`config.mk`:
```
export PLATFORM = sky130hd
export DESIGN_NAME = scr_synth_cfg
export DESIGN_NICKNAME = d
export VERILOG_FILES = /design/src/verilog/scr_pkg.sv /design/src/verilog/scr_sync3.sv /design/src/verilog/scr_synth_cfg.sv
export SDC_FILE = /design/constraint.sdc
export NUM_CORES = 1
export LEC_CHECK = 0
export BUFFER_PORTS_ARGS = -buffer_cell sky130_fd_sc_hd__buf_2
export CAP_MARGIN = 20
export CORE_UTILIZATION = 32
export DETAILED_ROUTE_END_ITERATION = 7
export PLACE_DENSITY = 0.55
export SLEW_MARGIN = 20
export SYNTH_ARGS = -nofsm -noshare
export SYNTH_HDL_FRONTEND = slang
export SYNTH_HIERARCHICAL = 1
export SYNTH_SLANG_ARGS = --single-unit
```
`constraint.sdc`:
```
create_clock -name clk_in -period 4.8 [get_ports clk_in]
set_clock_uncertainty 0.2 [all_clocks]
set_input_delay 0.72 -clock clk_in [delete_from_list [all_inputs] [get_ports clk_in]]
set_output_delay 0.72 -clock clk_in [all_outputs]
set_load 0.05 [all_outputs]
```
`src/verilog/scr_pkg.sv`:
```
// Shared constants, types and state encoding for the synthesizer configuration block
package scr_pkg;

	// Register offsets of the three-byte configuration file
	localparam logic [1:0] ADDR_FEEDBACK_DIV_LOW        = 2'h0;
	localparam logic [1:0] ADDR_FEEDBACK_HIGH_POST_DIVS = 2'h1;
	localparam logic [1:0] ADDR_PREDIVIDER_AND_STATUS   = 2'h2;
	localparam logic [1:0] REG_COUNT                    = 2'h3;

	// Register reset values
	localparam logic [7:0] RST_FEEDBACK_DIV_LOW        = 8'h71;
	localparam logic [7:0] RST_FEEDBACK_HIGH_POST_DIVS = 8'h80;
	localparam logic [7:0] RST_PREDIVIDER_AND_STATUS   = 8'h80;

	// Field positions inside the bytes
	localparam int FB_HIGH_MSB = 7;
	localparam int FB_HIGH_LSB = 6;
	localparam int POST_A_MSB  = 5;
	localparam int POST_A_LSB  = 3;
	localparam int POST_B_MSB  = 2;
	localparam int POST_B_LSB  = 0;
	localparam int PRE_SEL_BIT = 7;
	localparam int RSV_MSB     = 6;
	localparam int RSV_LSB     = 3;
	localparam int LOCK_BIT    = 2;

	// Serial slave address prefix, upper five of seven bits
	localparam logic [4:0] SLAVE_PREFIX = 5'h16;

	// Bits per serial byte, as counted by the bit counter
	localparam logic [3:0] BITS_PER_BYTE = 4'h8;

	// Post-divider code that stops the output low
	localparam logic [2:0] POST_STOP = 3'h7;

	// Pre-divider ratios
	localparam logic [2:0] PRE_RATIO_SEL0 = 3'h2;
	localparam logic [2:0] PRE_RATIO_SEL1 = 3'h4;

	// Active divider setting
	typedef struct packed {
		logic [9:0] fb_div;     // Feedback divider
		logic       pre_sel;    // Pre-divider select
		logic [2:0] post_div_a; // First output post-divider code
		logic [2:0] post_div_b; // Second output post-divider code
	} scr_cfg_t;

	// Default setting: feedback 625, pre-divide by 4, both post-divide by 1
	localparam scr_cfg_t CFG_DEFAULT = '{fb_div: 10'h271, pre_sel: 1'h1,
		post_div_a: 3'h0, post_div_b: 3'h0};

	// Slow control pins sampled from outside the clock domain
	typedef struct packed {
		logic       scl;                 // Serial clock
		logic       sda;                 // Serial data
		logic       pin_config_mode_n;   // Low: pins drive the dividers
		logic       chip_reset_n;        // Pin reset
		logic       lock;                // Raw lock from the loop
		logic [1:0] addr;                // Slave address pins
		logic       ref_crystal_osc;            // Reference select
		logic       pll_skip_test;       // Loop bypass
		logic       driver_level_choice; // Output level select
	} scr_ctrl_t;

	// Values the control synchroniser holds in reset
	localparam scr_ctrl_t CTRL_RST = '{scl: 1'h1, sda: 1'h1, pin_config_mode_n: 1'h0,
		chip_reset_n: 1'h0, lock: 1'h0, addr: 2'h0, ref_crystal_osc: 1'h1,
		pll_skip_test: 1'h0, driver_level_choice: 1'h0};

	// Serial slave states
	typedef enum logic [2:0] {
		ST_IDLE,
		ST_ADDR,
		ST_ADDR_ACK,
		ST_WR_BYTE,
		ST_WR_ACK,
		ST_RD_BYTE,
		ST_RD_ACK
	} scr_i2c_state_t;

endpackage

```
`src/verilog/scr_sync3.sv`:
```
// Three-stage input synchroniser with agreement filter
`timescale 1ns/1ns
module scr_sync3 #(
	parameter int             W       = 1,
	parameter logic [W-1:0]   RST_VAL = '0
) (
	// Clock and reset
	input  wire logic         clk_in,
	input  wire logic         rst_in,
	// Raw and filtered levels
	input  wire logic [W-1:0] d_in,
	output logic      [W-1:0] q_out
);

	logic [W-1:0] s1_ff;  // First stage, read only by the second
	logic [W-1:0] s2_ff;  // Second stage
	logic [W-1:0] s3_ff;  // Third stage
	logic [W-1:0] lvl_ff; // Accepted level
	wire  [W-1:0] agree_w = ~(s2_ff ^ s3_ff);

	// A bit changes only once stages two and three agree, so a single glitchy sample is dropped
	always_ff @(posedge clk_in) begin
		if (rst_in) begin
			s1_ff  <= RST_VAL;
			s2_ff  <= RST_VAL;
			s3_ff  <= RST_VAL;
			lvl_ff <= RST_VAL;
		end else begin
			s1_ff  <= d_in;
			s2_ff  <= s1_ff;
			s3_ff  <= s2_ff;
			lvl_ff <= (s3_ff & agree_w) | (lvl_ff & ~agree_w);
		end
	end

	assign q_out = lvl_ff;

endmodule

```
`src/verilog/scr_synth_cfg.sv`:
```
// Synthesizer configuration front end: serial slave, register file and pin mode
`timescale 1ns/1ns
module scr_synth_cfg (
	// Clock and power-on reset
	input  wire logic              clk_in,
	input  wire logic              rst_in,
	// Device control pins
	input  wire logic              chip_reset_n_in,
	input  wire logic              pin_config_mode_n_in,
	input  wire logic [1:0]        addr_pin_in,
	input  wire scr_pkg::scr_cfg_t pin_cfg_in,
	input  wire logic              ref_sel_in,
	input  wire logic              pll_skip_test_in,
	input  wire logic              driver_level_choice_in,
	// Serial bus, data is open drain
	input  wire logic              scl_in,
	input  wire logic              sda_in,
	output logic                   sda_out_out,
	output logic                   sda_oe_out,
	// Loop status
	input  wire logic              pll_lock_in,
	output logic                   pll_locked_out,
	// Active divider setting towards the loop
	output scr_pkg::scr_cfg_t      active_cfg_out,
	output logic [2:0]             pre_ratio_out,
	output logic [4:0]             post_div_a_ratio_out,
	output logic [4:0]             post_div_b_ratio_out,
	output logic                   out_clk_first_stop_out,
	output logic                   out_clk_second_stop_out,
	// Reference, bypass and output level controls
	output logic                   ref_crystal_out,
	output logic                   pll_skip_test_out,
	output logic                   driver_level_choice_out
);

	// Post-divider code to ratio; zero means the output is held low
	function automatic logic [4:0] post_ratio(input logic [2:0] code);
		unique case (code)
			3'h0: post_ratio = 5'h01;
			3'h1: post_ratio = 5'h02;
			3'h2: post_ratio = 5'h03;
			3'h3: post_ratio = 5'h06;
			3'h4: post_ratio = 5'h04;
			3'h5: post_ratio = 5'h08;
			3'h6: post_ratio = 5'h10;
			3'h7: post_ratio = 5'h00;
		endcase
	endfunction

	// Read view of one register byte
	function automatic logic [7:0] rd_mux(input logic [1:0] idx, input scr_pkg::scr_cfg_t c,
		input logic lock, input logic [1:0] adr);
		logic [7:0] b;
		b = 8'h00;
		unique case (idx)
			scr_pkg::ADDR_FEEDBACK_DIV_LOW: b = c.fb_div[7:0];
			scr_pkg::ADDR_FEEDBACK_HIGH_POST_DIVS: b = {c.fb_div[9:8], c.post_div_a,
				c.post_div_b};
			scr_pkg::ADDR_PREDIVIDER_AND_STATUS: begin
				b[scr_pkg::PRE_SEL_BIT] = c.pre_sel;
				b[scr_pkg::LOCK_BIT] = lock;
				b[1:0] = adr;
			end
			default: b = 8'h00; // Unused index
		endcase
		rd_mux = b;
	endfunction

	// Synchronised control levels
	scr_pkg::scr_ctrl_t ctrl_raw_w;   // Raw pin bundle
	scr_pkg::scr_ctrl_t ctrl_w;       // Filtered pin bundle
	scr_pkg::scr_cfg_t  pin_lvl_w;    // Filtered divider pins

	assign ctrl_raw_w = '{scl: scl_in, sda: sda_in, pin_config_mode_n: pin_config_mode_n_in,
		chip_reset_n: chip_reset_n_in, lock: pll_lock_in, addr: addr_pin_in,
		ref_crystal_osc: ref_sel_in, pll_skip_test: pll_skip_test_in,
		driver_level_choice: driver_level_choice_in};

	// Control pins, including the serial clock, pass the agreement filter
	scr_sync3 #(
		.W       ($bits(scr_pkg::scr_ctrl_t)),
		.RST_VAL (scr_pkg::CTRL_RST)
	) u_ctrl_sync (
		.clk_in (clk_in),
		.rst_in (rst_in),
		.d_in   (ctrl_raw_w),
		.q_out  (ctrl_w)
	);

	// Divider pins; reset value is the floating-pin default
	scr_sync3 #(
		.W       ($bits(scr_pkg::scr_cfg_t)),
		.RST_VAL (scr_pkg::CFG_DEFAULT)
	) u_pin_sync (
		.clk_in (clk_in),
		.rst_in (rst_in),
		.d_in   (pin_cfg_in),
		.q_out  (pin_lvl_w)
	);

	// Edge history of the filtered levels
	logic scl_prev_ff;   // Serial clock last cycle
	logic sda_prev_ff;   // Serial data last cycle
	logic nmr_prev_ff;   // Pin reset last cycle

	// Serial slave state
	scr_pkg::scr_i2c_state_t state_ff, nxt_state;
	logic [3:0]         bit_cnt_ff, nxt_bit_cnt;     // Bits seen in this byte
	logic [7:0]         shift_ff, nxt_shift;         // Byte shifter
	logic [1:0]         idx_ff, nxt_idx;             // Byte index, saturates at three on writes
	logic               drive_ff, nxt_drive;         // Pulling data low
	logic               rw_ff, nxt_rw;               // Read transfer
	logic               nack_ff, nxt_nack;           // Host declined more data
	logic               addressed_ff, nxt_addressed; // Our address matched
	logic [7:0]         stage_ff [3];                // Write staging bytes
	logic [7:0]         nxt_stage [3];
	logic               sda_low_ff;                  // Open-drain data level

	// Register file and outputs
	scr_pkg::scr_cfg_t  cfg_ff, nxt_cfg;             // Register file is the active setting
	scr_pkg::scr_cfg_t  staged_w;                    // Setting assembled from staged bytes
	logic [2:0]         pre_ratio_ff;
	logic [4:0]         ratio_a_ff;
	logic [4:0]         ratio_b_ff;
	logic               ref_crystal_osc_ff;
	logic               skip_ff;
	logic               level_ff;

	// Decoded events
	wire scl_rise   = ctrl_w.scl & ~scl_prev_ff;
	wire scl_fall   = ~ctrl_w.scl & scl_prev_ff;
	wire start_det  = ctrl_w.scl & scl_prev_ff & ~ctrl_w.sda & sda_prev_ff;
	wire stop_det   = ctrl_w.scl & scl_prev_ff & ctrl_w.sda & ~sda_prev_ff;
	wire nmr_lvl    = ctrl_w.chip_reset_n;
	wire nmr_rise   = nmr_lvl & ~nmr_prev_ff;
	wire serial_md  = ctrl_w.pin_config_mode_n;
	wire byte_done  = (bit_cnt_ff == scr_pkg::BITS_PER_BYTE);
	wire addr_hit   = (shift_ff[7:1] == {scr_pkg::SLAVE_PREFIX, ctrl_w.addr});
	wire wr_full    = (idx_ff == scr_pkg::REG_COUNT);
	// Mode is assumed steady across a transfer, so it is sampled at the stop
	wire commit     = stop_det & addressed_ff & ~rw_ff & wr_full & serial_md;

	// Byte being sent and the one after it; reads wrap after the last byte
	wire [1:0] rd_next_idx = (idx_ff == scr_pkg::ADDR_PREDIVIDER_AND_STATUS) ?
		scr_pkg::ADDR_FEEDBACK_DIV_LOW : idx_ff + 2'h1;
	wire [7:0] rd_cur_w  = rd_mux(idx_ff, cfg_ff, ctrl_w.lock, ctrl_w.addr);
	wire [7:0] rd_next_w = rd_mux(rd_next_idx, cfg_ff, ctrl_w.lock, ctrl_w.addr);
	wire [7:0] rd_stat_w = rd_mux(scr_pkg::ADDR_PREDIVIDER_AND_STATUS, cfg_ff,
		ctrl_w.lock, ctrl_w.addr);

	// Staged bytes to a setting; status and reserved bits are dropped, no range check
	assign staged_w = '{
		fb_div: {stage_ff[scr_pkg::ADDR_FEEDBACK_HIGH_POST_DIVS][scr_pkg::FB_HIGH_MSB:
			scr_pkg::FB_HIGH_LSB], stage_ff[scr_pkg::ADDR_FEEDBACK_DIV_LOW]},
		pre_sel: stage_ff[scr_pkg::ADDR_PREDIVIDER_AND_STATUS][scr_pkg::PRE_SEL_BIT],
		post_div_a: stage_ff[scr_pkg::ADDR_FEEDBACK_HIGH_POST_DIVS][scr_pkg::POST_A_MSB:
			scr_pkg::POST_A_LSB],
		post_div_b: stage_ff[scr_pkg::ADDR_FEEDBACK_HIGH_POST_DIVS][scr_pkg::POST_B_MSB:
			scr_pkg::POST_B_LSB]};

	// Register file next value, reset first, then capture, pins, serial commit
	always_comb begin
		if (!nmr_lvl) begin
			nxt_cfg = scr_pkg::CFG_DEFAULT;
		end else if (nmr_rise) begin
			nxt_cfg = pin_lvl_w;
		end else if (!serial_md) begin
			nxt_cfg = pin_lvl_w;
		end else if (commit) begin
			nxt_cfg = staged_w;
		end else begin
			nxt_cfg = cfg_ff;
		end
	end

	// Register file and decoded ratios follow the same next value, so they never disagree
	always_ff @(posedge clk_in) begin
		if (rst_in) begin
			cfg_ff       <= scr_pkg::CFG_DEFAULT;
			pre_ratio_ff <= scr_pkg::PRE_RATIO_SEL1;
			ratio_a_ff   <= 5'h01;
			ratio_b_ff   <= 5'h01;
		end else begin
			cfg_ff       <= nxt_cfg;
			pre_ratio_ff <= nxt_cfg.pre_sel ? scr_pkg::PRE_RATIO_SEL1 :
				scr_pkg::PRE_RATIO_SEL0;
			ratio_a_ff   <= post_ratio(nxt_cfg.post_div_a);
			ratio_b_ff   <= post_ratio(nxt_cfg.post_div_b);
		end
	end

	// Static controls, registered after the filter
	always_ff @(posedge clk_in) begin
		if (rst_in) begin
			ref_crystal_osc_ff <= 1'h1;
			skip_ff     <= 1'h0;
			level_ff    <= 1'h0;
		end else begin
			ref_crystal_osc_ff <= ctrl_w.ref_crystal_osc;
			skip_ff     <= ctrl_w.pll_skip_test;
			level_ff    <= ctrl_w.driver_level_choice;
		end
	end

	// Edge history
	always_ff @(posedge clk_in) begin
		if (rst_in) begin
			scl_prev_ff <= 1'h1;
			sda_prev_ff <= 1'h1;
			nmr_prev_ff <= 1'h0;
		end else begin
			scl_prev_ff <= ctrl_w.scl;
			sda_prev_ff <= ctrl_w.sda;
			nmr_prev_ff <= nmr_lvl;
		end
	end

	// Serial slave: sample on clock rise, change the data line on clock fall
	always_comb begin
		nxt_state     = state_ff;
		nxt_bit_cnt   = bit_cnt_ff;
		nxt_shift     = shift_ff;
		nxt_idx       = idx_ff;
		nxt_drive     = drive_ff;
		nxt_rw        = rw_ff;
		nxt_nack      = nack_ff;
		nxt_addressed = addressed_ff;
		nxt_stage     = stage_ff;
		if (start_det) begin
			// Every transfer restarts at byte 0
			nxt_state     = scr_pkg::ST_ADDR;
			nxt_bit_cnt   = 4'h0;
			nxt_idx       = scr_pkg::ADDR_FEEDBACK_DIV_LOW;
			nxt_drive     = 1'h0;
			nxt_addressed = 1'h0;
		end else if (stop_det) begin
			nxt_state     = scr_pkg::ST_IDLE;
			nxt_drive     = 1'h0;
			nxt_addressed = 1'h0;
		end else if (scl_rise) begin
			unique case (state_ff)
				scr_pkg::ST_ADDR, scr_pkg::ST_WR_BYTE: begin
					nxt_shift   = {shift_ff[6:0], ctrl_w.sda};
					nxt_bit_cnt = bit_cnt_ff + 4'h1;
				end
				scr_pkg::ST_RD_BYTE: begin
					nxt_bit_cnt = bit_cnt_ff + 4'h1;
				end
				scr_pkg::ST_RD_ACK: begin
					nxt_nack = ctrl_w.sda;
				end
				scr_pkg::ST_IDLE, scr_pkg::ST_ADDR_ACK, scr_pkg::ST_WR_ACK: begin
					nxt_nack = nack_ff;
				end
			endcase
		end else if (scl_fall) begin
			unique case (state_ff)
				scr_pkg::ST_IDLE: begin
					nxt_drive = 1'h0;
				end
				scr_pkg::ST_ADDR: begin
					if (byte_done && addr_hit) begin
						nxt_state     = scr_pkg::ST_ADDR_ACK;
						nxt_drive     = 1'h1;
						nxt_rw        = shift_ff[0];
						nxt_addressed = 1'h1;
					end else if (byte_done) begin
						nxt_state = scr_pkg::ST_IDLE;
					end
				end
				scr_pkg::ST_ADDR_ACK: begin
					nxt_bit_cnt = 4'h0;
					if (rw_ff) begin
						nxt_state = scr_pkg::ST_RD_BYTE;
						nxt_shift = rd_cur_w;
						nxt_drive = ~rd_cur_w[7];
					end else begin
						nxt_state = scr_pkg::ST_WR_BYTE;
						nxt_drive = 1'h0;
					end
				end
				scr_pkg::ST_WR_BYTE: begin
					if (byte_done) begin
						// Acknowledged in both modes; extra bytes are dropped
						nxt_state   = scr_pkg::ST_WR_ACK;
						nxt_drive   = 1'h1;
						nxt_bit_cnt = 4'h0;
						if (!wr_full) begin
							nxt_stage[idx_ff] = shift_ff;
							nxt_idx           = idx_ff + 2'h1;
						end
					end
				end
				scr_pkg::ST_WR_ACK: begin
					nxt_state = scr_pkg::ST_WR_BYTE;
					nxt_drive = 1'h0;
				end
				scr_pkg::ST_RD_BYTE: begin
					if (byte_done) begin
						nxt_state = scr_pkg::ST_RD_ACK;
						nxt_drive = 1'h0;
					end else begin
						nxt_shift = {shift_ff[6:0], 1'h0};
						nxt_drive = ~shift_ff[6];
					end
				end
				scr_pkg::ST_RD_ACK: begin
					if (nack_ff) begin
						nxt_state = scr_pkg::ST_IDLE;
						nxt_drive = 1'h0;
					end else begin
						nxt_state   = scr_pkg::ST_RD_BYTE;
						nxt_bit_cnt = 4'h0;
						nxt_idx     = rd_next_idx;
						nxt_shift   = rd_next_w;
						nxt_drive   = ~rd_next_w[7];
					end
				end
			endcase
		end
	end

	// Slave registers; the pin reset also returns the bus side to idle
	always_ff @(posedge clk_in) begin
		if (rst_in || !nmr_lvl) begin
			state_ff     <= scr_pkg::ST_IDLE;
			bit_cnt_ff   <= 4'h0;
			shift_ff     <= 8'h00;
			idx_ff       <= 2'h0;
			drive_ff     <= 1'h0;
			rw_ff        <= 1'h0;
			nack_ff      <= 1'h0;
			addressed_ff <= 1'h0;
			stage_ff     <= '{scr_pkg::RST_FEEDBACK_DIV_LOW, scr_pkg::RST_FEEDBACK_HIGH_POST_DIVS,
				scr_pkg::RST_PREDIVIDER_AND_STATUS};
			sda_low_ff   <= 1'h0;
		end else begin
			state_ff     <= nxt_state;
			bit_cnt_ff   <= nxt_bit_cnt;
			shift_ff     <= nxt_shift;
			idx_ff       <= nxt_idx;
			drive_ff     <= nxt_drive;
			rw_ff        <= nxt_rw;
			nack_ff      <= nxt_nack;
			addressed_ff <= nxt_addressed;
			stage_ff     <= nxt_stage;
			sda_low_ff   <= 1'h0;
		end
	end

	// Outputs
	assign sda_out_out             = sda_low_ff;
	assign sda_oe_out              = drive_ff;
	assign pll_locked_out          = ctrl_w.lock;
	assign active_cfg_out          = cfg_ff;
	assign pre_ratio_out           = pre_ratio_ff;
	assign post_div_a_ratio_out    = ratio_a_ff;
	assign post_div_b_ratio_out    = ratio_b_ff;
	assign out_clk_first_stop_out  = (ratio_a_ff == 5'h00);
	assign out_clk_second_stop_out = (ratio_b_ff == 5'h00);
	assign ref_crystal_out         = ref_crystal_osc_ff;
	assign pll_skip_test_out       = skip_ff;
	assign driver_level_choice_out = level_ff;
endmodule

```
==> impl_metrics.ini <==
[placed_design]
hpwl_um = 10500
gp_congestion = 0.862
pre_cts_ws_ns = 2.16
port-buffer-count = 64

[timing]
period_minus_slack_ns = 2.70
fin_ws_ns = 2.10
max_freq_ghz = 0.370
period_share_pct = 56.3
worstMarginPinSlew_ns = 0.823
timing.final.hold_violations = 0
setup_violations = 0
relSlewSlack_pct = 45.1
report.final.slew_viol_count = 0
hold_slack_ns = 0.201
rsz0062_at_grt = false
tns_ns = 0

[floorplan]
core_mm2 = 0.0210
die_w_um = 149
die_height_um = 149
fp-row-count = 53
initial_core_util_pct = 32.7
io_pins = 67
die_area_mm2 = 0.0221

[worst_setup_path]
setup.worst_path.end_class = flip-flop
crit_fanout = 16
required_ns = 4.95
worstPathArrival_ns = 2.85
cp-start-kind = flip-flop
path_class = reg -> reg

[grt]
grt_usage_pct = 14.7
grt_pass1_vias = 4825
grt_overflow = 0
grt_antenna_before_repair = 0
grt_pass1_wl_um = 25200
grt_max_degree = 93

[power]
vdd_drop_max_mv = 0.231
leakage_nw = 2.97
powerDensity_mw_per_mm2 = 373

[clock_tree]
post_cts_buffers = 0
hold_buffers = 0
numCtsBuffers = 17
tritoncts = built
clkSlewWorstSetupHoldPaths_ns = 0.07
htreeDepth = 4
cts_resized = 0
cts_num_sinks = 180
clk_path_buf_depth = 2
cts.root.buffer_cell = clkbuf_16
clkLatencyLatePin_ns = 0.43

[logic_synthesis]
synth.top_cells.by_area = dfxtp_1, nor2b_1, a21oi_1
avgSynthCellArea_um2 = 9.39
yosys.area_share.adder_pct = 2.37
synth_area_mm2 = 0.00688
synth_commonest_cells = dfxtp_1, nand2_1, a21oi_1
seq_area_frac_synth_pct = 52.4
async_reset_ff_share_pct = 0
synth_most_common_cell = dfxtp_1
synthXorXnorAreaFrac_pct = 0.637
synth_compound_area_share_pct = 17.8
synth-seq-cells = 180
ys_warn_count = 6
synth-main-ff-cell = dfxtp_1
synth_area_leader_cell = dfxtp_1
synth.distinct_cells = 67
yosys.area_share.simple_pct = 21.6
synth_top_family_by_area = simple AND/OR/NAND/NOR gates
muxShareOfSynthArea_pct = 0.892
yosysTopAreaCellShare_pct = 52.4
syn_inst = 732
synth_edf_count = 0

[detailed_routing]
ant_nets = 0
wirelength_um = 15400
wl_per_cell_um = 14.4
via_per_inst = 4.88
drc = 0
drtIter0Drc = 407
drt_pass1_iterations = 5
vias = 5190

[layout]
antennaDiodeCount = 0
drive_above_1_share_pct = 15.7
area_growth_syn_to_layout_pct = 15.5
num-nets-final = 818

[min_path]
hp-class = reg -> reg

[status]
status = complete, no violations

[run]
max-cap-violations = 0
cell type report:
cell class / count / area, um2
fillers: 2149 / 13100
flip-flops and latches: 180 / 3600
multi-input cells: 493 / 2980
clock buffers: 17 / 425
repair buffers: 67 / 345
well taps: 275 / 344
clock inverters: 15 / 174
inverters: 17 / 63.8
critical path, stage by stage (launching register included):
cell and delay, ns:
dfxtp_1 0.43, ha_1 0.60, nor2_1 0.12, a311o_1 0.44, and4bb_2 0.53, o21ai_0 0.12, a31oi_1 0.18
metal layers:
metal	vias to the layer above	track usage, %	share of wire, %
li1	2643	-	-
met1	2414	20.0	49
met2	116	21.9	44
met3	17	4.23	5.8
met4	0	5.26	1.4
met5	-	0	0
report_power, final:
| group | total (mW) | switching (mW) | internal (mW) |
|---|---|---|---|
| combinational | 0.0519 | 0.0262 | 0.0257 |
| sequential | 1.53 | 0.0107 | 1.52 |
| clock | 1.38 | 0.672 | 0.707 |
| total | 2.96 | 0.709 | 2.25 |
final timing paths:
path / from / endpoint / slack, ns / depth (start not counted)
max reg2reg: flip-flop / shift_ff[6] / 2.10 / 6
min: u_pin_sync/s1_ff[11] / u_pin_sync/s2_ff[11] / 0.20 / 1
max: flip-flop / shift_ff[6] / 2.10 / 6
min reg2reg: u_pin_sync/s1_ff[11] / u_pin_sync/s2_ff[11] / 0.20 / 1
per-stage QoR:
step	util [%]	area (um2)	std cells	total power, mW
global route	37.8	7940	1064	3.08
CTS	37.8	7940	1064	3.01
finish	37.8	7940	1064	2.96
detailed placement	34.9	7340	1032	1.62
global placement	34.9	7340	1032	1.62
floorplan	-	6880	733	1.60
cell families after synthesis:
kind of cell    Yosys count
xor+xnor                  5
fa+ha+maj                13
buf+inv                  60
other cells               1
mux                       6
simple gates            278
compound gates          189
flops                   180
cells in the final DEF, fill, tap and decap left out, types with 19 or more instances in the layout:
master / count
nor2_1: 39
or2_1: 19
o21ai_0: 44
nor2b_1: 58
a21oi_1: 60
nand2_1: 66
buf_2: 63
dfxtp_1: 180
nand3_1: 34
Note: power is estimated with default switching activity, not from simulation.
